**config.mk**
```make
export PLATFORM = sky130hd
export DESIGN_NAME = psm_ctrl
export DESIGN_NICKNAME = d
export VERILOG_FILES = /design/src/rtl/psm_pkg.sv /design/src/rtl/psm_ctrl.sv /design/src/rtl/psm_arm_gate.sv
export SDC_FILE = /design/constraint.sdc
export NUM_CORES = 1
export LEC_CHECK = 0
export BUFFER_PORTS_ARGS = -buffer_cell sky130_fd_sc_hd__buf_4
export CORE_AREA = 5 5 67 69
export CTS_CLUSTER_DIAMETER = 50
export DETAILED_ROUTE_END_ITERATION = 10
export DIE_AREA = 0 0 72 74
export GPL_ROUTABILITY_DRIVEN = 0
export GPL_TIMING_DRIVEN = 0
export PLACE_DENSITY = 0.83
export SETUP_SLACK_MARGIN = 0.3
export SKIP_CTS_REPAIR_TIMING = 1
export SYNTH_ARGS = -nofsm -noshare
export SYNTH_HDL_FRONTEND = slang
export SYNTH_HIERARCHICAL = 1
export SYNTH_SLANG_ARGS = --single-unit
```
**constraint.sdc**
```tcl
create_clock -name CLK_I -period 3.9 [get_ports CLK_I]
set_input_delay 0.78 -clock CLK_I [delete_from_list [all_inputs] [get_ports CLK_I]]
set_output_delay 0.78 -clock CLK_I [all_outputs]
set_load 0.02 [all_outputs]
```
**src/rtl/psm_pkg.sv**
```systemverilog
// Purpose: constants for the power saving mode controller
// Assumes: one 20 MHz clock, power control register written as a byte
// Notes:   bit positions follow the power control register layout
package psm_pkg;
  // power control register field positions
  localparam int unsigned PSM_IDLE_ARM_POS   = 0;
  localparam int unsigned PSM_PD_ARM_POS     = 1;
  localparam int unsigned PSM_GF0_POS        = 2;
  localparam int unsigned PSM_GF1_POS        = 3;
  localparam int unsigned PSM_IDLE_START_POS = 5;
  localparam int unsigned PSM_PD_TRIG_POS    = 6;
  localparam int unsigned PSM_SMOD_POS       = 7;
  // reset value of the stored register bits
  localparam logic [7:0]  PSM_POWER_CONTROL_REGISTER_RST       = 8'h00;
  // clock and machine cycle timing
  localparam int unsigned PSM_CLK_HZ         = 20000000;
  localparam int unsigned PSM_MCYC_CLKS      = 12;
  localparam int unsigned PSM_IDLE_RST_MCYC  = 2;
  localparam int unsigned PSM_IDLE_RST_CLKS  =
    PSM_IDLE_RST_MCYC * PSM_MCYC_CLKS;
  // mode states, gray along run -> idle -> power-down
  typedef enum logic [1:0] {
    PSM_RUN  = 2'b00,
    PSM_IDLE = 2'b01,
    PSM_PD   = 2'b11
  } psm_mode_t;
endpackage : psm_pkg

```
**src/rtl/psm_ctrl.sv**
```systemverilog
// Purpose: idle and power-down control of an 8-bit controller core
// Assumes: instruction completion is flagged by the core for one clock
// Notes:   oscillator, cpu clock and pin controls are plain outputs
`timescale 1ns/1ps
// Operation
// - idle keeps oscillator, gates cpu, stops watchdog
// - idle freezes the complete cpu state
// - idle holds pins, alternate outputs stay live
// - strobes high in idle, low in power-down
// - external code: port0 floats, port2 address/latch
// - port inputs keep working during idle
// - enable and start together never enter idle
// - idle enable and start self-clear, read zero
// - idle begins right after the start instruction
// - enabled interrupt ends idle, resumes after start
// - reset ends idle within two machine cycles
// - power-down stops oscillator, keeps ram and registers
// - power-down freezes alternates, clock output low
// - enable and start together never enter power-down
// - power-down enable and start self-clear, read zero
// - power-down begins right after the start instruction
// - only reset ends power-down, ram kept
// - reset restarts oscillator, held until stable
// - permit pin high ignores both entry sequences
// - simultaneous requests choose power-down
module psm_ctrl
  import psm_pkg::*;
#(
  parameter int unsigned PORT_W = 8
) (
  // clock and reset
  input  wire logic              CLK_I,
  input  wire logic              RST_I,
  // power control register write from the core
  input  wire logic              INSTR_DONE_I,
  input  wire logic              POWER_CONTROL_REGISTER_WR_I,
  input  wire logic [7:0]        POWER_CONTROL_REGISTER_WDATA_I,
  output logic [7:0]             POWER_CONTROL_REGISTER_RDATA_O,
  // permit pin, active low
  input  wire logic              PERMIT_N_I,
  // wake sources
  input  wire logic              IRQ_PENDING_I,
  // core state
  input  wire logic              EXT_CODE_I,
  input  wire logic              ALE_RUN_I,
  input  wire logic              CODE_RD_RUN_I,
  input  wire logic [PORT_W-1:0] P0_LATCH_I,
  input  wire logic [PORT_W-1:0] P2_LATCH_I,
  input  wire logic [PORT_W-1:0] P2_ADDR_I,
  input  wire logic              P0_DRIVE_RUN_I,
  input  wire logic              P2_ADDR_SEL_I,
  input  wire logic [PORT_W-1:0] ALT_OUT_I,
  input  wire logic              CLOCK_OUTPUT_PIN_EN_I,
  input  wire logic              CLOCK_OUTPUT_PIN_RUN_I,
  // clock gating controls
  output logic                   OSC_RUN_O,
  output logic                   CPU_CLK_EN_O,
  output logic                   PERIPH_CLK_EN_O,
  output logic                   WDOG_CLK_EN_O,
  output logic                   IDLE_O,
  output logic                   PDOWN_O,
  output logic                   WAKE_IRQ_O,
  // pin controls
  output logic                   ALE_O,
  output logic                   CODE_RD_O,
  output logic [PORT_W-1:0]      P0_O,
  output logic                   P0_OE_N_O,
  output logic [PORT_W-1:0]      P2_O,
  output logic [PORT_W-1:0]      ALT_O,
  output logic                   CLOCK_OUTPUT_PIN_O
);
  initial begin
    if (PORT_W < 1 || PORT_W > 32) begin
      $error("psm_ctrl: PORT_W out of range");
    end
  end

  psm_mode_t         mode_ff;      // current mode
  psm_mode_t         nxt_mode;     // next mode
  logic [7:0]        power_control_register_ff;      // stored general bits
  logic              idle_fire;    // idle start accepted
  logic              pd_fire;      // power-down start accepted
  logic              permit;       // permit pin low
  logic              ext_ff;       // code source at entry
  logic [PORT_W-1:0] alt_ff;       // frozen alternate outputs
  logic [PORT_W-1:0] p2_ff;        // port 2 address at entry
  logic              clock_output_pin_ff;    // frozen clock output
  logic              ale_ff;       // strobe outputs registered
  logic              crd_ff;

  assign permit = ~PERMIT_N_I;

  psm_arm_gate u_idle_gate (
    .clk_i        (CLK_I),
    .rst_i        (RST_I),
    .instr_done_i (INSTR_DONE_I),
    .wr_i         (POWER_CONTROL_REGISTER_WR_I),
    .arm_bit_i    (POWER_CONTROL_REGISTER_WDATA_I[PSM_IDLE_ARM_POS]),
    .start_bit_i  (POWER_CONTROL_REGISTER_WDATA_I[PSM_IDLE_START_POS]),
    .fire_o       (idle_fire)
  );

  psm_arm_gate u_pd_gate (
    .clk_i        (CLK_I),
    .rst_i        (RST_I),
    .instr_done_i (INSTR_DONE_I),
    .wr_i         (POWER_CONTROL_REGISTER_WR_I),
    .arm_bit_i    (POWER_CONTROL_REGISTER_WDATA_I[PSM_PD_ARM_POS]),
    .start_bit_i  (POWER_CONTROL_REGISTER_WDATA_I[PSM_PD_TRIG_POS]),
    .fire_o       (pd_fire)
  );

  always_ff @(posedge CLK_I or posedge RST_I) begin
    if (RST_I) begin
      power_control_register_ff <= PSM_POWER_CONTROL_REGISTER_RST;
    end else if (POWER_CONTROL_REGISTER_WR_I && mode_ff == PSM_RUN) begin
      power_control_register_ff <= 8'h00;
      power_control_register_ff[PSM_SMOD_POS] <= POWER_CONTROL_REGISTER_WDATA_I[PSM_SMOD_POS];
      power_control_register_ff[PSM_GF1_POS]  <= POWER_CONTROL_REGISTER_WDATA_I[PSM_GF1_POS];
      power_control_register_ff[PSM_GF0_POS]  <= POWER_CONTROL_REGISTER_WDATA_I[PSM_GF0_POS];
    end
  end

  assign POWER_CONTROL_REGISTER_RDATA_O = power_control_register_ff;

  // mode selection
  always_comb begin
    nxt_mode = mode_ff;
    unique case (mode_ff)
      PSM_RUN: begin
        if (permit && pd_fire) begin
          nxt_mode = PSM_PD;
        end else if (permit && idle_fire) begin
          nxt_mode = PSM_IDLE;
        end
      end
      PSM_IDLE: begin
        if (IRQ_PENDING_I) begin
          nxt_mode = PSM_RUN;
        end
      end
      PSM_PD: begin
        nxt_mode = PSM_PD;
      end
      default: begin
        nxt_mode = PSM_RUN;
      end
    endcase
  end

  always_ff @(posedge CLK_I or posedge RST_I) begin
    if (RST_I) begin
      mode_ff <= PSM_RUN;
    end else begin
      mode_ff <= nxt_mode;
    end
  end

  // capture pin state at entry
  always_ff @(posedge CLK_I or posedge RST_I) begin
    if (RST_I) begin
      ext_ff    <= 1'b0;
      alt_ff    <= '0;
      p2_ff     <= '0;
      clock_output_pin_ff <= 1'b0;
    end else if (mode_ff == PSM_RUN) begin
      ext_ff    <= EXT_CODE_I;
      alt_ff    <= ALT_OUT_I;
      // idle on external code shows the fetch address, whatever the mux
      p2_ff     <= P2_ADDR_I;
      clock_output_pin_ff <= CLOCK_OUTPUT_PIN_EN_I & CLOCK_OUTPUT_PIN_RUN_I;
    end
  end

  assign OSC_RUN_O       = (mode_ff != PSM_PD);
  assign CPU_CLK_EN_O    = (mode_ff == PSM_RUN);
  assign PERIPH_CLK_EN_O = (mode_ff != PSM_PD);
  assign WDOG_CLK_EN_O   = (mode_ff == PSM_RUN);
  assign IDLE_O          = (mode_ff == PSM_IDLE);
  assign PDOWN_O         = (mode_ff == PSM_PD);
  assign WAKE_IRQ_O      = (mode_ff == PSM_IDLE) & IRQ_PENDING_I;

  always_ff @(posedge CLK_I or posedge RST_I) begin
    if (RST_I) begin
      ale_ff <= 1'b1;
      crd_ff <= 1'b1;
    end else begin
      unique case (nxt_mode)
        PSM_IDLE: begin
          ale_ff <= 1'b1;
          crd_ff <= 1'b1;
        end
        PSM_PD: begin
          ale_ff <= 1'b0;
          crd_ff <= 1'b0;
        end
        default: begin
          ale_ff <= ALE_RUN_I;
          crd_ff <= CODE_RD_RUN_I;
        end
      endcase
    end
  end

  assign ALE_O     = ale_ff;
  assign CODE_RD_O = crd_ff;

  always_comb begin
    P0_O      = P0_LATCH_I;
    P0_OE_N_O = ~P0_DRIVE_RUN_I;
    P2_O      = P2_ADDR_SEL_I ? P2_ADDR_I : P2_LATCH_I;
    if (mode_ff != PSM_RUN) begin
      P0_OE_N_O = ext_ff;
      P2_O      = (ext_ff && mode_ff == PSM_IDLE) ? p2_ff : P2_LATCH_I;
    end
  end

  always_comb begin
    ALT_O    = ALT_OUT_I;
    CLOCK_OUTPUT_PIN_O = CLOCK_OUTPUT_PIN_EN_I & CLOCK_OUTPUT_PIN_RUN_I;
    if (mode_ff == PSM_PD) begin
      ALT_O    = alt_ff;
      CLOCK_OUTPUT_PIN_O = 1'b0;
    end
  end

  // ---- checks ----
  a_pd_sticky: assert property (
    @(posedge CLK_I) disable iff (RST_I)
    mode_ff == PSM_PD |=> mode_ff == PSM_PD)
    else $error("power-down left without reset");

  a_permit_blocks: assert property (
    @(posedge CLK_I) disable iff (RST_I)
    PERMIT_N_I && mode_ff == PSM_RUN |=> mode_ff == PSM_RUN)
    else $error("mode entered while permit high");

  a_pd_priority: assert property (
    @(posedge CLK_I) disable iff (RST_I)
    permit && pd_fire && idle_fire && mode_ff == PSM_RUN
      |=> mode_ff == PSM_PD)
    else $error("idle chosen over power-down");

  a_both_bits: assert property (
    @(posedge CLK_I) disable iff (RST_I)
    POWER_CONTROL_REGISTER_WR_I && POWER_CONTROL_REGISTER_WDATA_I[PSM_IDLE_ARM_POS]
      && POWER_CONTROL_REGISTER_WDATA_I[PSM_IDLE_START_POS] && !pd_fire
      |=> mode_ff != PSM_IDLE || $past(mode_ff) == PSM_IDLE)
    else $error("idle entered from combined write");

  a_read_zero: assert property (
    @(posedge CLK_I) disable iff (RST_I)
    POWER_CONTROL_REGISTER_RDATA_O[PSM_IDLE_ARM_POS] == 1'b0
      && POWER_CONTROL_REGISTER_RDATA_O[PSM_IDLE_START_POS] == 1'b0
      && POWER_CONTROL_REGISTER_RDATA_O[PSM_PD_ARM_POS] == 1'b0
      && POWER_CONTROL_REGISTER_RDATA_O[PSM_PD_TRIG_POS] == 1'b0)
    else $error("control bit reads nonzero");

  a_idle_entry: assert property (
    @(posedge CLK_I) disable iff (RST_I)
    mode_ff == PSM_RUN && permit && idle_fire && !pd_fire
      |=> IDLE_O && !CPU_CLK_EN_O && OSC_RUN_O)
    else $error("idle not entered at once");

  a_idle_wake: assert property (
    @(posedge CLK_I) disable iff (RST_I)
    mode_ff == PSM_IDLE && IRQ_PENDING_I |=> CPU_CLK_EN_O)
    else $error("interrupt did not end idle");

  a_strobes_pd: assert property (
    @(posedge CLK_I) disable iff (RST_I)
    $rose(PDOWN_O) |-> !ALE_O && !CODE_RD_O)
    else $error("strobes not low in power-down");

  a_clock_output_pin_low: assert property (
    @(posedge CLK_I) disable iff (RST_I)
    PDOWN_O |-> !CLOCK_OUTPUT_PIN_O && (!$past(PDOWN_O) || $stable(ALT_O)))
    else $error("power-down outputs not frozen");

  a_pd_osc_off: assert property (
    @(posedge CLK_I) disable iff (RST_I)
    PDOWN_O |-> !OSC_RUN_O && !PERIPH_CLK_EN_O)
    else $error("oscillator running in power-down");
endmodule : psm_ctrl

```
**src/rtl/psm_arm_gate.sv**
```systemverilog
// Purpose: two-write arming check for one power saving mode
// Assumes: wr_i marks one completed instruction writing the register
// Notes:   arm is discarded by any other completed instruction
`timescale 1ns/1ps
module psm_arm_gate (
  // clock and reset
  input  wire logic clk_i,
  input  wire logic rst_i,
  // instruction stream
  input  wire logic instr_done_i,
  input  wire logic wr_i,
  input  wire logic arm_bit_i,
  input  wire logic start_bit_i,
  // result
  output logic      fire_o
);
  logic armed_ff;  // enable seen in the previous instruction

  // armed only by a write setting enable without start
  always_ff @(posedge clk_i or posedge rst_i) begin
    if (rst_i) begin
      armed_ff <= 1'b0;
    end else if (instr_done_i) begin
      armed_ff <= wr_i & arm_bit_i & ~start_bit_i;
    end
  end

  // start alone, right after an arming write
  assign fire_o = instr_done_i & wr_i & armed_ff & start_bit_i & ~arm_bit_i;
endmodule : psm_arm_gate

```
==> out/metrics.csv <==
stage,metric,value,unit
run_status,status,finished clean,
final_layout,fin area,2210,um^2
clock_network,clock latency on the worst-skew pair,0.26,ns
global_routing,largest net degree at the start of global routing,25,
synth,"Seq/Total Area, Yosys",44.4,%
routing,Routed Antenna Nets,0,
global_routing,initial antenna violation count,0,
synth,cell taking the most area after synthesis,dfrtp_1,
floorplan,die width,72,um
timing,skew final,0.00283,ns
setup_path,arrival time at the worst endpoint,1.67,ns
clock_network,clock sink count,26,
floorplan,core area,3860,um^2
synth,top_reg_cell synth,dfrtp_1,
routing,total routed wirelength,3640,um
timing,Final min period,2.45,ns
synth,Yosys Warn Count,6,
setup_path,CP Class,reg2out,
placement,DP Area,2160,um^2
global_routing,GRT Util Overall,13.0,%
floorplan,initial core utilization,38.2,%
synth,synth top area cells,"dfrtp_1 41%, mux2_2 21%, buf_4 8.2%",
synth,"Distinct cells, synth",25,
timing,Final Max Slew Viols,0,
synth,ys async rst share,100,%
timing,Setup Viol. Count Final,0,
setup_path,CP startpoint kind,flip-flop,
floorplan,die area,5330,um^2
timing,highest clock rate,408,MHz
setup_path,WP data required,3.12,ns
routing,WL per Instance,13.7,um
placement,dpl hpwl,3010,um
synth,area of the mapped netlist,1470,um^2
timing,actual slew at the worst max-slew pin,0.937,ns
final_layout,ANT cells,0,
pwr,Leak,0.00114,uW
global_routing,first-pass GRT wire length,5600,um
synth,"EDFF count, synth",0,
synth,Cells after Synth,127,
pwr,Peak VDD IR,0.000154,V
pwr,cell area power density,285,nW/um^2
placement,PortBufs,81,
clock_network,Clk Tree Root Cell,clkbuf_8,
routing,DRC Markers,0,
floorplan,die height,74,um
synth,most common cell in the netlist,mux2_2,
clock_network,clk slew on worst S/H paths,0.09,ns
clock_network,total CTS buffers,3,
setup_path,Worst Path Max Fanout,11,
timing,final hold slack,0.359,ns
synth,top cell type's share of synthesized area,40.8,%
floorplan,number of I/O pins,96,
routing,Via Count,1269,
clock_network,CTS Buffer Depth,2,
synth,"top cells by count, synth","28 x mux2_2, 24 x dfrtp_1, 16 x buf_4, 9 x and3_1, 8 x a221o_1",
synth,syn_area_per_cell,11.6,um^2
timing,Slew headroom,37.5,%
clock_network,CTS tree,yes,
global_routing,number of global-route vias before repair,1244,
floorplan,# rows,23,
hold_path,Hold Path Class,in2async,
routing,Initial DRC Count,10,
final_layout,Area Overhead vs Synth,50.3,%
routing,Via-to-Cell Ratio,4.77,
routing,drt pass-1 iters,2,
flow_run,maxcap violations,0,
final_layout,layout cells sized above 1,64.4,%
timing,endpoints failing hold,0,
synth,Seq cells post-synth,26,
timing,RSZ-0062 raised after global routing,no,
clock_network,H-Tree Depth,1,
global_routing,GRT overflow,0,
timing,setup TNS,0,ns
setup_path,critical path capture point type,output pin,
final_layout,Final nets,270,
timing,Final Cycle Share,62.9,%
-- kinds of logic (layout without fill, tap and decap cells) --
kind of cell,after synthesis,in the layout,synth area share [%]
other,1,5,0.255
and+or+nand+nor,28,28,11.6
buffers and inverters,27,112,12.6
muxes,28,28,21.4
DFF,26,26,44.4
AOI/OAI and AO/OA,17,17,9.77
-- per-stage QoR --
| stage | worst slack [ns] | instances | total power [uW] | utilization (%) |
|---|---|---|---|---|
| floorplan | 1.84 | 131 | 388 | - |
| global placement | 1.61 | 262 | 465 | 56.0 |
| detailed placement | 1.61 | 262 | 470 | 56.0 |
| CTS | 1.41 | 266 | 638 | 57.4 |
| global route | 1.34 | 266 | 663 | 57.4 |
| finish | 1.45 | 266 | 630 | 57.4 |
-- worst max-delay path: stages (launching register included) --
cell and delay (ns):
dfrtp_1 0.48, nand2_1 0.25, buf_6 0.19, mux2_2 0.34
buf_4 0.16
-- path summary, 6_finish.rpt --
check                      depth (start not counted)                 end  slack [ns]       start
hold / removal                                     2  u_pd_gate/armed_ff        0.36       RST_I
setup / recovery                                   4            ALT_O[3]        1.45  mode_ff[0]
max in group asynchronous                          2            p2_ff[6]        2.59       RST_I
setup reg to reg                                   4            p2_ff[4]        2.44  mode_ff[1]
min in group CLK_I                                 1           alt_ff[5]        0.51   alt_ff[5]
hold reg to reg                                    1           alt_ff[5]        0.51   alt_ff[5]
-- power by group --
part	switching, uW	internal, uW
sequential	8.74	287
clock	77.8	89.9
combinational	74.7	91.2
total	161	469
-- metal layers --
layer | up-vias | share of wire [%] | GRT usage [%]
li1 | 612 | - | -
met1 | 596 | 37 | 14.3
met2 | 59 | 50 | 24.4
met3 | 2 | 13 | 4.59
met4 | 0 | 0.38 | 2.51
met5 | - | 0 | 0
-- cells in the final DEF, fill, tap and decap left out, types with 4 or more instances in the layout --
cell type and instances:
and3_1 9, conb_1 5, inv_1 7, nand2_1 5
dfrtp_1 24, a221o_1 8, o21ai_0 4, buf_4 97
mux2_2 28, clkbuf_8 4
-- flip-flops by register name, summed over array words and instances (netlist names) --
| register | flops |
|---|---|
| u_pd_gate/armed_ff | 1 |
| alt_ff | 8 |
| ext_ff | 1 |
| ALE_O | 1 |
| CODE_RD_O | 1 |
| u_idle_gate/armed_ff | 1 |
| p2_ff | 8 |
| POWER_CONTROL_REGISTER_RDATA_O | 3 |
| mode_ff | 2 |
-- area by class of cell --
class	instances	area [um^2]
fillers	366	1640
inverters	7	26.3
flip-flops and latches	26	653
repair buffers	81	608
clock buffers	4	55.1
plain buffers	20	159
well taps	50	62.6
multi-input cells	78	649
Note: power is estimated with default switching activity, not from simulation.
